## config.mk

```make
export PLATFORM = sky130hd
export DESIGN_NAME = plcr_regs
export DESIGN_NICKNAME = d
export VERILOG_FILES = /design/src/verilog/plcr_axil_slave.v /design/src/verilog/plcr_selftest.v /design/src/verilog/plcr_regs.v
export VERILOG_INCLUDE_DIRS = /design/src /design/src/verilog
export SDC_FILE = /design/constraint.sdc
export NUM_CORES = 1
export LEC_CHECK = 0
export ABC_AREA = 1
export BUFFER_PORTS_ARGS = -buffer_cell sky130_fd_sc_hd__buf_2
export CAP_MARGIN = 20
export CORE_MARGIN = 10
export CORE_UTILIZATION = 51
export DETAILED_ROUTE_END_ITERATION = 8
export HOLD_SLACK_MARGIN = 0.05
export MAX_ROUTING_LAYER = met4
export PLACE_DENSITY = 0.77
export SLEW_MARGIN = 10
export SYNTH_ARGS = -nofsm -noshare
export SYNTH_HDL_FRONTEND = slang
export SYNTH_SLANG_ARGS = --single-unit
```

## constraint.sdc

```tcl
create_clock -name clk_in -period 1.74 [get_ports clk_in]
set_input_delay 0.174 -clock clk_in [delete_from_list [all_inputs] [get_ports clk_in]]
set_output_delay 0.174 -clock clk_in [all_outputs]
set_load 0.1 [all_outputs]
```

## src/verilog/plcr_defs.vh

```
// Purpose: Constants for the indicator override and transceiver control registers.
// Assumes: 50 MHz clock, AXI4-Lite register access, 16-bit registers in 32-bit words.
// Notes:   Byte address of a register is four times its index.
//
// Summary of operation
// - Override enable drives stored force value onto link indicator pin.
// - Override bit 1 is writable force level, reset zero.
// - Override register reads stored bits, never the actual pin level.
// - Reserved bits ignore writes and read zero in both registers.
// - Bit 15 enables automatic crossover, strap default, software writable.
// - Bit 14 forces crossed pair assignment.
// - Read-only bit 13 reports resolved pause receive.
// - Read-only bit 12 reports resolved pause transmit.
// - Pause bits assert only when agreed technology is full duplex.
// - Writing one to bit 11 injects one self-test error, then clears.
// - Bit 8 runs self test, bit 10 picks sequence, bit 9 latches pass.
// - Bit 7 bypasses indicator pulse stretching.
// - Bit 5 selects indicator mode 1 or 2, strap default.
// - Bits 4:0 hold management address, strap loaded, software writable.
`ifndef PLCR_DEFS_VH
`define PLCR_DEFS_VH

`define PLCR_IDX_OVERRIDE   6'h18
`define PLCR_IDX_CONTROL    6'h19
`define PLCR_IDX_IRQ_STATUS 6'h1c
`define PLCR_IDX_IRQ_CLEAR  6'h1d
`define PLCR_IDX_IRQ_ENABLE 6'h1e

`define PLCR_OVR_EN_BIT     4
`define PLCR_OVR_VAL_BIT    1
`define PLCR_OVR_MASK       16'h0012

`define PLCR_CTL_XOVER_AUTO 15
`define PLCR_CTL_XOVER_FORCE 14
`define PLCR_CTL_PAUSE_RX   13
`define PLCR_CTL_PAUSE_TX   12
`define PLCR_CTL_INJECT     11
`define PLCR_CTL_LONG_SEQ   10
`define PLCR_CTL_PASS       9
`define PLCR_CTL_RUN        8
`define PLCR_CTL_BYPASS     7
`define PLCR_CTL_MODE       5

`define PLCR_IRQ_FAIL       0
`define PLCR_IRQ_PAUSE      1
`define PLCR_IRQ_LINK       2
`define PLCR_IRQ_W          3

`define PLCR_RESP_OKAY      2'b00
`define PLCR_RESP_SLVERR    2'b10

`define PLCR_CLK_MHZ        50
`define PLCR_STRETCH_MS     50
`define PLCR_STRETCH_CYCLES (`PLCR_STRETCH_MS * `PLCR_CLK_MHZ * 1000)

`define PLCR_SEQ_LEN        15

`endif

```

## src/verilog/plcr_axil_slave.v

```verilog
// Purpose: AXI4-Lite slave turning bus transfers into register strobes.
// Assumes: One write and one read outstanding at most.
// Notes:   Write strobe fires one edge after both address and data are held.
`timescale 1ns/1ps
`include "plcr_defs.vh"
module plcr_axil_slave (
  input  wire        clk_in,
  input  wire        reset_n_in,
  input  wire        ce_in,
  input  wire [7:0]  awaddr_in,
  input  wire        awvalid_in,
  output wire        awready_out,
  input  wire [31:0] wdata_in,
  input  wire [3:0]  wstrb_in,
  input  wire        wvalid_in,
  output wire        wready_out,
  output reg  [1:0]  bresp_out,
  output reg         bvalid_out,
  input  wire        bready_in,
  input  wire [7:0]  araddr_in,
  input  wire        arvalid_in,
  output wire        arready_out,
  output reg  [31:0] rdata_out,
  output reg  [1:0]  rresp_out,
  output reg         rvalid_out,
  input  wire        rready_in,
  output wire        wr_en_out,
  output wire [7:0]  wr_addr_out,
  output wire [31:0] wr_data_out,
  output wire [3:0]  wr_strb_out,
  input  wire        wr_hit_in,
  output wire [7:0]  rd_addr_out,
  input  wire [15:0] rd_data_in,
  input  wire        rd_hit_in
);
  reg        aw_full_reg;
  reg        w_full_reg;
  reg [7:0]  aw_addr_reg;
  reg [31:0] w_data_reg;
  reg [3:0]  w_strb_reg;

  assign awready_out = ce_in & ~aw_full_reg & ~bvalid_out;
  assign wready_out  = ce_in & ~w_full_reg & ~bvalid_out;
  assign arready_out = ce_in & ~rvalid_out;
  assign wr_en_out   = ce_in & aw_full_reg & w_full_reg & ~bvalid_out;
  assign wr_addr_out = aw_addr_reg;
  assign wr_data_out = w_data_reg;
  assign wr_strb_out = w_strb_reg;
  assign rd_addr_out = araddr_in;

  // Address and data are caught in either order, then the write fires.
  always @(posedge clk_in or negedge reset_n_in) begin
    if (!reset_n_in) begin
      aw_full_reg <= 1'b0;
      w_full_reg  <= 1'b0;
      aw_addr_reg <= 8'h00;
      w_data_reg  <= 32'h0000_0000;
      w_strb_reg  <= 4'h0;
      bvalid_out  <= 1'b0;
      bresp_out   <= 2'b00;
    end else if (ce_in) begin
      if (awvalid_in && awready_out) begin
        aw_full_reg <= 1'b1;
        aw_addr_reg <= awaddr_in;
      end
      if (wvalid_in && wready_out) begin
        w_full_reg <= 1'b1;
        w_data_reg <= wdata_in;
        w_strb_reg <= wstrb_in;
      end
      if (wr_en_out) begin
        aw_full_reg <= 1'b0;
        w_full_reg  <= 1'b0;
        bvalid_out  <= 1'b1;
        bresp_out   <= wr_hit_in ? `PLCR_RESP_OKAY : `PLCR_RESP_SLVERR;
      end else if (bvalid_out && bready_in) begin
        bvalid_out <= 1'b0;
      end
    end
  end

  // Read data are taken at the address edge and held until accepted.
  always @(posedge clk_in or negedge reset_n_in) begin
    if (!reset_n_in) begin
      rvalid_out <= 1'b0;
      rdata_out  <= 32'h0000_0000;
      rresp_out  <= 2'b00;
    end else if (ce_in) begin
      if (arvalid_in && arready_out) begin
        rvalid_out <= 1'b1;
        rdata_out  <= {16'h0000, rd_data_in};
        rresp_out  <= rd_hit_in ? `PLCR_RESP_OKAY : `PLCR_RESP_SLVERR;
      end else if (rvalid_out && rready_in) begin
        rvalid_out <= 1'b0;
      end
    end
  end
endmodule

```

## src/verilog/plcr_selftest.v

```verilog
// Purpose: Pseudo-random self-test generator and self-synchronising checker.
// Assumes: Received stream is the transmitted stream looped back.
// Notes:   Checking starts once the checker history has filled.
`timescale 1ns/1ps
`include "plcr_defs.vh"
module plcr_selftest #(
  parameter W = `PLCR_SEQ_LEN
) (
  input  wire clk_in,
  input  wire reset_n_in,
  input  wire ce_in,
  input  wire run_in,
  input  wire long_sel_in,
  input  wire inject_in,
  input  wire rx_bit_in,
  output reg  tx_bit_out,
  output reg  pass_out,
  output reg  fail_out
);
  reg  [W-1:0] gen_reg;
  reg  [W-1:0] chk_reg;
  reg  [3:0]   fill_reg;
  reg          active_reg;
  wire         gen_fb;
  wire         chk_fb;
  wire         mismatch;

  // The long sequence uses taps 15 and 14, the short one taps 9 and 5.
  assign gen_fb   = long_sel_in ? (gen_reg[14] ^ gen_reg[13]) : (gen_reg[8] ^ gen_reg[4]);
  assign chk_fb   = long_sel_in ? (chk_reg[14] ^ chk_reg[13]) : (chk_reg[8] ^ chk_reg[4]);
  assign mismatch = (fill_reg == 4'hf) & (rx_bit_in ^ chk_fb);

  always @(posedge clk_in or negedge reset_n_in) begin
    if (!reset_n_in) begin
      gen_reg    <= {W{1'b1}};
      chk_reg    <= {W{1'b0}};
      fill_reg   <= 4'h0;
      active_reg <= 1'b0;
      tx_bit_out <= 1'b0;
      pass_out   <= 1'b0;
      fail_out   <= 1'b0;
    end else if (ce_in) begin
      fail_out <= 1'b0;
      if (!run_in) begin
        gen_reg    <= {W{1'b1}};
        fill_reg   <= 4'h0;
        active_reg <= 1'b0;
        tx_bit_out <= 1'b0;
        pass_out   <= 1'b0;
      end else begin
        gen_reg    <= {gen_reg[W-2:0], gen_fb};
        chk_reg    <= {chk_reg[W-2:0], rx_bit_in};
        tx_bit_out <= gen_fb ^ inject_in;
        if (active_reg && fill_reg != 4'hf) begin
          fill_reg <= fill_reg + 4'h1;
        end
        if (!active_reg) begin
          active_reg <= 1'b1;
          pass_out   <= 1'b1;
        end else if (mismatch) begin
          pass_out <= 1'b0;
          fail_out <= pass_out;
        end
      end
    end
  end
endmodule

```

## src/verilog/plcr_regs.v

```verilog
// Purpose: Indicator override and transceiver control register bank.
// Assumes: Straps are stable at reset release; inputs synchronous to clk_in.
// Notes:   All state freezes while ce_in is low.
//
// Design decision made here: the AXI4-Lite register port.
`timescale 1ns/1ps
`include "plcr_defs.vh"
module plcr_regs #(
  parameter STRETCH_CYCLES = `PLCR_STRETCH_CYCLES
) (
  input  wire        clk_in,
  input  wire        reset_n_in,
  input  wire        ce_in,
  input  wire [7:0]  s_axi_awaddr_in,
  input  wire        s_axi_awvalid_in,
  output wire        s_axi_awready_out,
  input  wire [31:0] s_axi_wdata_in,
  input  wire [3:0]  s_axi_wstrb_in,
  input  wire        s_axi_wvalid_in,
  output wire        s_axi_wready_out,
  output wire [1:0]  s_axi_bresp_out,
  output wire        s_axi_bvalid_out,
  input  wire        s_axi_bready_in,
  input  wire [7:0]  s_axi_araddr_in,
  input  wire        s_axi_arvalid_in,
  output wire        s_axi_arready_out,
  output wire [31:0] s_axi_rdata_out,
  output wire [1:0]  s_axi_rresp_out,
  output wire        s_axi_rvalid_out,
  input  wire        s_axi_rready_in,
  input  wire        strap_auto_crossover_in,
  input  wire        strap_indicator_mode_in,
  input  wire [4:0]  strap_port_address_in,
  input  wire        link_good_in,
  input  wire        activity_in,
  input  wire [1:0]  local_advertise_pause_in,
  input  wire [1:0]  partner_ability_pause_in,
  input  wire        hcd_full_duplex_in,
  input  wire        selftest_rx_bit_in,
  output wire        selftest_tx_bit_out,
  output reg         link_indicator_pin_out,
  output reg         activity_indicator_out,
  output wire        auto_crossover_enable_out,
  output wire        forced_crossover_out,
  output wire        indicator_mode_select_out,
  output wire [4:0]  port_mgmt_address_out,
  output wire        irq_out
);
  wire        wr_en;
  wire [7:0]  wr_addr;
  wire [31:0] wr_data;
  wire [3:0]  wr_strb;
  wire [7:0]  rd_addr;
  reg  [15:0] rd_data;
  reg         rd_hit;
  reg         wr_hit;

  reg         override_en_reg;
  reg         override_val_reg;
  reg         auto_crossover_reg;
  reg         forced_crossover_reg;
  reg         inject_reg;
  reg         long_seq_reg;
  reg         run_reg;
  reg         bypass_reg;
  reg         mode_reg;
  reg  [4:0]  address_reg;
  reg         straps_loaded_reg;
  reg         pause_rx_reg;
  reg         pause_tx_reg;
  reg         link_prev_reg;
  reg  [`PLCR_IRQ_W-1:0] irq_status_reg;
  reg  [`PLCR_IRQ_W-1:0] irq_enable_reg;
  reg  [`PLCR_IRQ_W-1:0] irq_event;
  reg  [`PLCR_IRQ_W-1:0] irq_clear;
  reg  [31:0] stretch_count_reg;
  reg         stretched_act;
  reg         pause_rx_next;
  reg         pause_tx_next;
  reg         normal_link;

  wire        selftest_pass;
  wire        selftest_fail;
  wire        wr_override;
  wire        wr_control;
  wire        wr_clear;
  wire        wr_enable;
  wire [15:0] control_word;
  wire [15:0] override_word;

  plcr_axil_slave u_bus (
    .clk_in      (clk_in),
    .reset_n_in  (reset_n_in),
    .ce_in       (ce_in),
    .awaddr_in   (s_axi_awaddr_in),
    .awvalid_in  (s_axi_awvalid_in),
    .awready_out (s_axi_awready_out),
    .wdata_in    (s_axi_wdata_in),
    .wstrb_in    (s_axi_wstrb_in),
    .wvalid_in   (s_axi_wvalid_in),
    .wready_out  (s_axi_wready_out),
    .bresp_out   (s_axi_bresp_out),
    .bvalid_out  (s_axi_bvalid_out),
    .bready_in   (s_axi_bready_in),
    .araddr_in   (s_axi_araddr_in),
    .arvalid_in  (s_axi_arvalid_in),
    .arready_out (s_axi_arready_out),
    .rdata_out   (s_axi_rdata_out),
    .rresp_out   (s_axi_rresp_out),
    .rvalid_out  (s_axi_rvalid_out),
    .rready_in   (s_axi_rready_in),
    .wr_en_out   (wr_en),
    .wr_addr_out (wr_addr),
    .wr_data_out (wr_data),
    .wr_strb_out (wr_strb),
    .wr_hit_in   (wr_hit),
    .rd_addr_out (rd_addr),
    .rd_data_in  (rd_data),
    .rd_hit_in   (rd_hit)
  );

  plcr_selftest #(
    .W (`PLCR_SEQ_LEN)
  ) u_selftest (
    .clk_in      (clk_in),
    .reset_n_in  (reset_n_in),
    .ce_in       (ce_in),
    .run_in      (run_reg),
    .long_sel_in (long_seq_reg),
    .inject_in   (inject_reg),
    .rx_bit_in   (selftest_rx_bit_in),
    .tx_bit_out  (selftest_tx_bit_out),
    .pass_out    (selftest_pass),
    .fail_out    (selftest_fail)
  );

  assign wr_override = wr_en && (wr_addr == {`PLCR_IDX_OVERRIDE, 2'b00});
  assign wr_control  = wr_en && (wr_addr == {`PLCR_IDX_CONTROL, 2'b00});
  assign wr_clear    = wr_en && (wr_addr == {`PLCR_IDX_IRQ_CLEAR, 2'b00});
  assign wr_enable   = wr_en && (wr_addr == {`PLCR_IDX_IRQ_ENABLE, 2'b00});

  always @* begin
    wr_hit = (wr_addr == {`PLCR_IDX_OVERRIDE, 2'b00}) ||
             (wr_addr == {`PLCR_IDX_CONTROL, 2'b00}) ||
             (wr_addr == {`PLCR_IDX_IRQ_STATUS, 2'b00}) ||
             (wr_addr == {`PLCR_IDX_IRQ_CLEAR, 2'b00}) ||
             (wr_addr == {`PLCR_IDX_IRQ_ENABLE, 2'b00});
  end

  // Stored bits only; reserved positions are constant zero.
  assign override_word = {11'h000, override_en_reg, 2'b00, override_val_reg, 1'b0};

  assign control_word = {auto_crossover_reg, forced_crossover_reg, pause_rx_reg, pause_tx_reg,
                         inject_reg, long_seq_reg, selftest_pass, run_reg,
                         bypass_reg, 1'b0, mode_reg, address_reg};

  always @* begin
    rd_hit  = 1'b1;
    rd_data = 16'h0000;
    case (rd_addr)
      {`PLCR_IDX_OVERRIDE, 2'b00}: begin
        rd_data = override_word;
      end
      {`PLCR_IDX_CONTROL, 2'b00}: begin
        rd_data = control_word;
      end
      {`PLCR_IDX_IRQ_STATUS, 2'b00}: begin
        rd_data = {13'h0000, irq_status_reg};
      end
      {`PLCR_IDX_IRQ_CLEAR, 2'b00}: begin
        rd_data = 16'h0000;
      end
      {`PLCR_IDX_IRQ_ENABLE, 2'b00}: begin
        rd_data = {13'h0000, irq_enable_reg};
      end
      default: begin
        rd_hit = 1'b0;
      end
    endcase
  end

  // Indicator override register.
  always @(posedge clk_in or negedge reset_n_in) begin
    if (!reset_n_in) begin
      override_en_reg  <= 1'b0;
      override_val_reg <= 1'b0;
    end else if (ce_in) begin
      if (wr_override && wr_strb[0]) begin
        override_en_reg  <= wr_data[`PLCR_OVR_EN_BIT];
        override_val_reg <= wr_data[`PLCR_OVR_VAL_BIT];
      end
    end
  end

  // Transceiver control register; strap fields load once after reset.
  always @(posedge clk_in or negedge reset_n_in) begin
    if (!reset_n_in) begin
      straps_loaded_reg    <= 1'b0;
      auto_crossover_reg   <= 1'b0;
      forced_crossover_reg <= 1'b0;
      inject_reg           <= 1'b0;
      long_seq_reg         <= 1'b0;
      run_reg              <= 1'b0;
      bypass_reg           <= 1'b0;
      mode_reg             <= 1'b0;
      address_reg          <= 5'h00;
    end else if (ce_in) begin
      inject_reg <= 1'b0;
      if (!straps_loaded_reg) begin
        straps_loaded_reg  <= 1'b1;
        auto_crossover_reg <= strap_auto_crossover_in;
        mode_reg           <= strap_indicator_mode_in;
        address_reg        <= strap_port_address_in;
      end else if (wr_control) begin
        if (wr_strb[1]) begin
          auto_crossover_reg   <= wr_data[`PLCR_CTL_XOVER_AUTO];
          forced_crossover_reg <= wr_data[`PLCR_CTL_XOVER_FORCE];
          inject_reg           <= wr_data[`PLCR_CTL_INJECT];
          long_seq_reg         <= wr_data[`PLCR_CTL_LONG_SEQ];
          run_reg              <= wr_data[`PLCR_CTL_RUN];
        end
        if (wr_strb[0]) begin
          bypass_reg  <= wr_data[`PLCR_CTL_BYPASS];
          mode_reg    <= wr_data[`PLCR_CTL_MODE];
          address_reg <= wr_data[4:0];
        end
      end
    end
  end

  assign auto_crossover_enable_out = auto_crossover_reg;
  assign forced_crossover_out      = forced_crossover_reg;
  assign indicator_mode_select_out = mode_reg;
  assign port_mgmt_address_out     = address_reg;

  // Symmetric and asymmetric pause resolution, full duplex only.
  always @* begin
    pause_rx_next = hcd_full_duplex_in &
                    ((local_advertise_pause_in[0] & partner_ability_pause_in[0]) |
                     (local_advertise_pause_in[0] & local_advertise_pause_in[1] &
                      ~partner_ability_pause_in[0] & partner_ability_pause_in[1]));
    pause_tx_next = hcd_full_duplex_in &
                    ((local_advertise_pause_in[0] & partner_ability_pause_in[0]) |
                     (~local_advertise_pause_in[0] & local_advertise_pause_in[1] &
                      partner_ability_pause_in[0] & partner_ability_pause_in[1]));
  end

  always @(posedge clk_in or negedge reset_n_in) begin
    if (!reset_n_in) begin
      pause_rx_reg <= 1'b0;
      pause_tx_reg <= 1'b0;
    end else if (ce_in) begin
      pause_rx_reg <= pause_rx_next;
      pause_tx_reg <= pause_tx_next;
    end
  end

  // Activity pulses are held on for the stretch time unless bypassed.
  always @(posedge clk_in or negedge reset_n_in) begin
    if (!reset_n_in) begin
      stretch_count_reg <= 32'h0000_0000;
    end else if (ce_in) begin
      if (activity_in) begin
        stretch_count_reg <= STRETCH_CYCLES;
      end else if (stretch_count_reg != 32'h0000_0000) begin
        stretch_count_reg <= stretch_count_reg - 32'h0000_0001;
      end
    end
  end

  always @* begin
    stretched_act = bypass_reg ? activity_in
                               : (activity_in | (stretch_count_reg != 32'h0000_0000));
    normal_link = mode_reg ? link_good_in
                           : (link_good_in & ~stretched_act);
  end

  always @(posedge clk_in or negedge reset_n_in) begin
    if (!reset_n_in) begin
      link_indicator_pin_out <= 1'b0;
      activity_indicator_out <= 1'b0;
    end else if (ce_in) begin
      link_indicator_pin_out <= override_en_reg ? override_val_reg : normal_link;
      activity_indicator_out <= stretched_act & mode_reg;
    end
  end

  // Sticky interrupt status; a new event wins over a clear in one cycle.
  always @* begin
    irq_event = {`PLCR_IRQ_W{1'b0}};
    irq_event[`PLCR_IRQ_FAIL]  = selftest_fail;
    irq_event[`PLCR_IRQ_PAUSE] = (pause_rx_next != pause_rx_reg) |
                                 (pause_tx_next != pause_tx_reg);
    irq_event[`PLCR_IRQ_LINK]  = link_good_in ^ link_prev_reg;
    irq_clear = (wr_clear && wr_strb[0]) ? wr_data[`PLCR_IRQ_W-1:0] : {`PLCR_IRQ_W{1'b0}};
  end

  always @(posedge clk_in or negedge reset_n_in) begin
    if (!reset_n_in) begin
      irq_status_reg <= {`PLCR_IRQ_W{1'b0}};
      irq_enable_reg <= {`PLCR_IRQ_W{1'b0}};
      link_prev_reg  <= 1'b0;
    end else if (ce_in) begin
      link_prev_reg  <= link_good_in;
      irq_status_reg <= (irq_status_reg & ~irq_clear) | irq_event;
      if (wr_enable && wr_strb[0]) begin
        irq_enable_reg <= wr_data[`PLCR_IRQ_W-1:0];
      end
    end
  end

  assign irq_out = |(irq_status_reg & irq_enable_reg);
endmodule

```

-- Word-level counts from Yosys, hierarchy flattened
Cells that the tools add are included.
- input bits: 75
- word-level logic and storage cells: 185
- output and inout bits: 53
- bits in registers: 146
- mux-type cells: 43
- bitwise logic cells: 42
- equality and inequality tests: 19
- reductions and logical operators: 43
- add/subtract/negate cells: 2
- operator list (cell ; number):
    equality test 8 x 7 -> 1 bit, second input constant ; 10
    two-way mux 32 bit ; 2
    case mux 16 bit (4 select lines) ; 1
    nonzero test 32 bit ; 1
    subtractor 32 x 1 -> 32 bit, second input constant ; 1
    two-way mux 1 bit ; 31
    AND reduction 2 bit ; 14
    bitwise AND 1 bit ; 20
    two-way mux 15 bit ; 1
    two-way mux 5 bit ; 3
    logical AND 1 bit ; 13
    nonzero test 2 bit ; 5
    two-way mux 4 bit ; 2
    inequality test 2 x 1 -> 1 bit, second input constant ; 4
    AND reduction 4 bit ; 2
    inverter 1 bit ; 7
    XOR 1 bit ; 7
    bitwise AND 3 bit ; 2
    AND reduction 3 bit ; 2
    OR reduction 5 bit ; 1
    adder 4 x 1 -> 4 bit, second input constant ; 1
    equality test 4 bit, second input constant ; 1
    logical OR 1 bit ; 4
    two-way mux 2 bit ; 2
    other kinds (8) ; 12

-- Logic depth before layout (Yosys ltp)
- depth in word-level cells: 9
- gate-level depth with buffers: 11
- mapped depth without buffers: 10

-- Hierarchy
A second synthesis with hierarchy kept.
- cells, all modules: 1076
- area total of the unflattened synthesis: 8454.4 sq um
- modules (own cells, without submodules) (module ; cells an instance ; times used ; area each (sq um) ; seq. area each (sq um)):
    plcr_regs ; 578 ; 1 ; 3829.9 ; 1451.4
    plcr_axil_slave ; 325 ; 1 ; 3012.9 ; 1651.6
    plcr_selftest ; 173 ; 1 ; 1611.5 ; 969.7

-- Worst setup path before layout
Ideal clock, no wire load.
- path kind: reg-to-reg
- start point: reg u_bus.bvalid_out
- end point: reg u_bus.w_strb_reg[0] (netlist: u_bus.wr_strb_out[0])
- clock period less this slack: 3.315 ns
- stages on the path, launching flop included: 8
- library setup time: 0.124 ns
- required time: 1.616 ns
- arrival: 3.190 ns
- buffers on the path: 1
- setup slack: -1.575 ns
- path through: dfrtp_1 -> nor2_4 -> inv_1 -> nor2_1 -> nand2_1 -> clkbuf_1 -> nor2_1 -> a21oi_1
- cells in the longest elaborated chain, start to end: 4
- RTL lines (element ; RTL line ; RTL):
    start: declaration ; plcr_axil_slave.v:18 ; output reg bvalid_out,
    start signal: assignment ; plcr_axil_slave.v:59 ; bvalid_out <= 1'b0;
    start signal: assignment ; plcr_axil_slave.v:74 ; bvalid_out <= 1'b1;
    start signal: assignment ; plcr_axil_slave.v:77 ; bvalid_out <= 1'b0;
    inverter 1 bit ; plcr_axil_slave.v:43 ; assign wready_out = ce_in & ~w_full_reg & ~bvalid_out;
    bitwise AND 1 bit ; plcr_axil_slave.v:43 ;
    net s_axi_wready_out ; plcr_regs.v:20 ; output wire s_axi_wready_out,
    logical AND 1 bit ; plcr_axil_slave.v:66 ; if (wvalid_in && wready_out) begin
    AND reduction 2 bit (no line) ; -- ;
    end signal: assignment ; plcr_axil_slave.v:69 ; w_strb_reg <= wstrb_in;
    end: declaration ; plcr_axil_slave.v:40 ; reg [3:0] w_strb_reg;
The timed path passes the listed nets, and every way through them passes these cells.
A chain may end at the register's enable or synchronous reset.

-- Final worst setup path
- start point: reg stretch_count_reg[1]
- end point: reg stretch_count_reg[3]
- cells in the longest elaborated chain, start to end: 3
- elaborated cells between the ends (all ways): 6
- those cells by class: add/sub (1); mux (2); reduce/logical (3)
- RTL lines (element ; RTL line ; RTL):
    start: declaration ; plcr_regs.v:76 ; reg [31:0] stretch_count_reg;
    start signal: assignment ; plcr_regs.v:266 ; stretch_count_reg <= stretch_count_reg - 32'h0000_0001;
    subtractor 32 x 1 -> 32 bit / nonzero test 32 bit (equally long branches) ; plcr_regs.v:266, plcr_regs.v:265 ;
    two-way mux 32 bit / nonzero test 2 bit (equally long branches) ; -- ;
    two-way mux 32 bit / AND reduction 2 bit (equally long branches) ; -- ;
Several ways; a longest one is shown, not always the timed one. The select of a mux whose other input is x is not followed.

==> impl_metrics.json <==
{
  "place.gp.congestion": 0.927,
  "dp_cells": 1171,
  "cts_tree": "yes",
  "yosys-top-cells-area": "dfrtp_1, nand2_1, dfstp_2, nor2_1, inv_1",
  "worstRegToRegCells": 11,
  "drv_cap": 0,
  "totalWireLength_mm": 18.8,
  "powerDensity_mw_per_mm2": 1160,
  "core-area_mm2": 0.0138,
  "crit_slowest_cell": "dfrtp_1",
  "fp.dieW_um": 139,
  "drt-initial-drc-count": 410,
  "largest_reg_flops": 32,
  "critPathLaunchType": "flop",
  "hpwl_mm": 12.9,
  "die_area_mm2": 0.0192,
  "grt_setup_unrepaired": "yes",
  "crit_type": "reg2reg",
  "critPathMostFrequentCell": "nand2_4",
  "finalInstanceArea_mm2": 0.00907,
  "clk_pin_slew_ps": 60,
  "drive_above_1_share_pct": 25.0,
  "cp.arrival_ps": 2040,
  "slew_viol_final": 0,
  "synth-compound-area-share_pct": 11.9,
  "nNetsFinal": 1118,
  "grt_pass1_wl_mm": 30.7,
  "dpl_worst_slack_ps": -175,
  "start_util_pct": 52.0,
  "fmax_ghz": 0.589,
  "p_leak_nw": 4.65,
  "area_growth_pct": 26.2,
  "groute.usage.overall_pct": 19.6,
  "finalSetupViolCount": 0,
  "finalHoldViolCount": 0,
  "syn_area_per_cell_um2": 8.08,
  "cp_top_family": "simple AND/OR/NAND/NOR gates",
  "place.port_buffers": 86,
  "cts_max_path_buffers": 2,
  "wire_per_inst_um": 15.2,
  "regToRegSetupSlack_ps": 40,
  "final_util_pct": 65.6,
  "grt_pass1_vias": 6365,
  "synth_fa_ha_area_share_pct": 0.348,
  "tightest_slew_ps": 517,
  "hold_start": "strap_indicator_mode_in",
  "critPathMaxStageDelay_ps": 390,
  "synth_xor_area_share_pct": 2.32,
  "grt_remaining_overflow": 0,
  "seq_area_frac_synth_pct": 48.7,
  "fin_crit_sh_pct": 97.6,
  "worstReg2RegStart": "stretch_count_reg[1]",
  "setup_slack_ps": 41.5,
  "cts.sinks": 139,
  "ys_seq_elements": 139,
  "synthCells": 889,
  "min_path_type": "in2reg",
  "worst-path-max-fanout": 21,
  "place_area_mm2": 0.00806,
  "synth_simple_gate_area_share_pct": 26.8,
  "instances_no_fill": 1234,
  "via_per_inst": 5.22,
  "finClkSkew_ps": 10.4,
  "io_pins": 128,
  "hold_end": "indicator_mode_select_out",
  "synth.yosys.warnings": 0,
  "rows": 43,
  "ir_worst_vdd_v": 0.000954,
  "post-route-min-period_ps": 1700,
  "muxShareOfSynthArea_pct": 0.627,
  "grt_max_degree": 48,
  "r2r-end": "stretch_count_reg[3]",
  "drt_first_pass_iters": 5,
  "synth_top_area_cell": "dfrtp_1",
  "synth.distinct_cells": 43,
  "ctsHtreeMaxLevel": 4,
  "n_antenna_cell": 0,
  "die_height_um": 139,
  "crit_path_end_kind": "flop",
  "antenna_found_initial": 0,
  "synth_top_area_share_pct": 43.2,
  "drc_errors": 0,
  "cp_cell_sequence": "inv_1, ha_2, nand2_4, nor2_8, nand2_4, nor2_4, nand2_4, nand2_8, buf_12, nand2_1, o21ai_2",
  "outcome": "finished, final reports clean",
  "crit_buf_inv": 2,
  "hold_depth": 5,
  "slew_headroom_pct": 65.1,
  "insertion_delay_ps": 420,
  "vias": 6436,
  "synth_top_family_by_area": "simple AND/OR/NAND/NOR gates",
  "synth_area_mm2": 0.00718,
  "root_buffer": "clkbuf_16",
  "ant_nets": 0,
  "cp.required_ps": 2090,
  "numCtsBuffers": 17
}
==> cell usage after synthesis (all sizes together) <==
library cell	instances
buf	33
a32o	1
dfstp	15
nand4	12
clkinv	1
o22ai	4
or2	4
inv	92
o21bai	3
ha	2
mux2	4
nand3b	1
a21o	1
nand3	47
a22oi	12
nor2	103
clkbuf	12
dfrtp	124
xor2	15
o31ai	12
o211ai	2
a21oi	20
xnor2	4
nand2	275
o21ai	84
nor3	5
conb	1
==> placed cells by master, fill, tap and decap left out, drive strengths merged, types with 18 or more instances in the layout <==
cell type and instances:
nand2 275, buf 133, dfrtp 124, nor2 103, inv 101, o21ai 84
nand3 47, dlygate4sd3 27, a21oi 20, conb 19, clkbuf 18
==> tightest hold or removal path, delay by kind of cell <==
family | cells | cell delay, ps
simple gates | 3 | 140
compound gates | 1 | 60
buf+inv | 1 | 70
==> stage by stage <==
| stage | TNS, ps | hold slack (ps) | total power (W) |
|---|---|---|---|
| 3_3_place_gp | -972 | 142 | 0.00653 |
| 3_5_place_dp | -1300 | 141 | 0.00661 |
| 6_report | 0 | 64.0 | 0.0105 |
| 5_1_grt | -205 | 83.7 | 0.0110 |
| 2_1_floorplan | -5170 | -122 | 0.00594 |
| 4_1_cts | 0 | 53.4 | 0.0104 |
==> cell type report <==
class | count | area [um2]
clock inverter | 14 | 174
sequential | 139 | 3510
tap | 180 | 225
inverter | 93 | 349
multi-input combinational | 630 | 3200
fill | 1080 | 4760
clock buffer | 18 | 439
timing repair buffer | 160 | 1170
==> how the worst max path moves through the flow <==
stage | slack (ps) | depth (start not counted) | startpoint | end
global placement | -110 | 8 | stretch_count_reg[0] | stretch_count_reg[1]
floorplan | -240 | 5 | u_bus.bvalid_out | u_bus.wr_data_out[15]
finish | 40 | 11 | stretch_count_reg[1] | stretch_count_reg[3]
detailed placement | -170 | 8 | stretch_count_reg[0] | stretch_count_reg[1]
CTS | 1 | 7 | stretch_count_reg[6] | stretch_count_reg[25]
global route | -30 | 9 | stretch_count_reg[1] | stretch_count_reg[26]
==> logic make-up after synthesis <==
logic type / Yosys count
compound gates: 139
xor+xnor: 19
mux: 4
simple gates: 447
flops: 139
other cells: 1
buf+inv: 138
fa+ha+maj: 2
==> routing by layer <==
layer | wire, um | vias up | GRT usage [%] | share of wire (%)
met5 | 0 | - | - | 0
met4 | 514 | 0 | 8.57 | 2.7
met3 | 928 | 49 | 4.86 | 4.9
met2 | 9440 | 205 | 31.6 | 50
met1 | 7900 | 3062 | 22.8 | 42
li1 | - | 3120 | - | -
==> power by group <==
| part | leakage, nW | internal (W) | switching, W |
|---|---|---|---|
| sequential | 1.72 | 0.00369 | 0.000340 |
| combinational | 2.62 | 0.000840 | 0.00189 |
| clock | 0.304 | 0.00221 | 0.00155 |
==> repair_timing <==
item	4_1_cts	5_1_grt
gates cloned	0	0
hold buffers	27	0
hold endpoints to repair	69	0
endpoints found under the setup margin	15	40
buffers inserted	0	4
resized for setup	3	24
pin swaps	0	6
No activity file was read; power rests on OpenSTA's default activity.
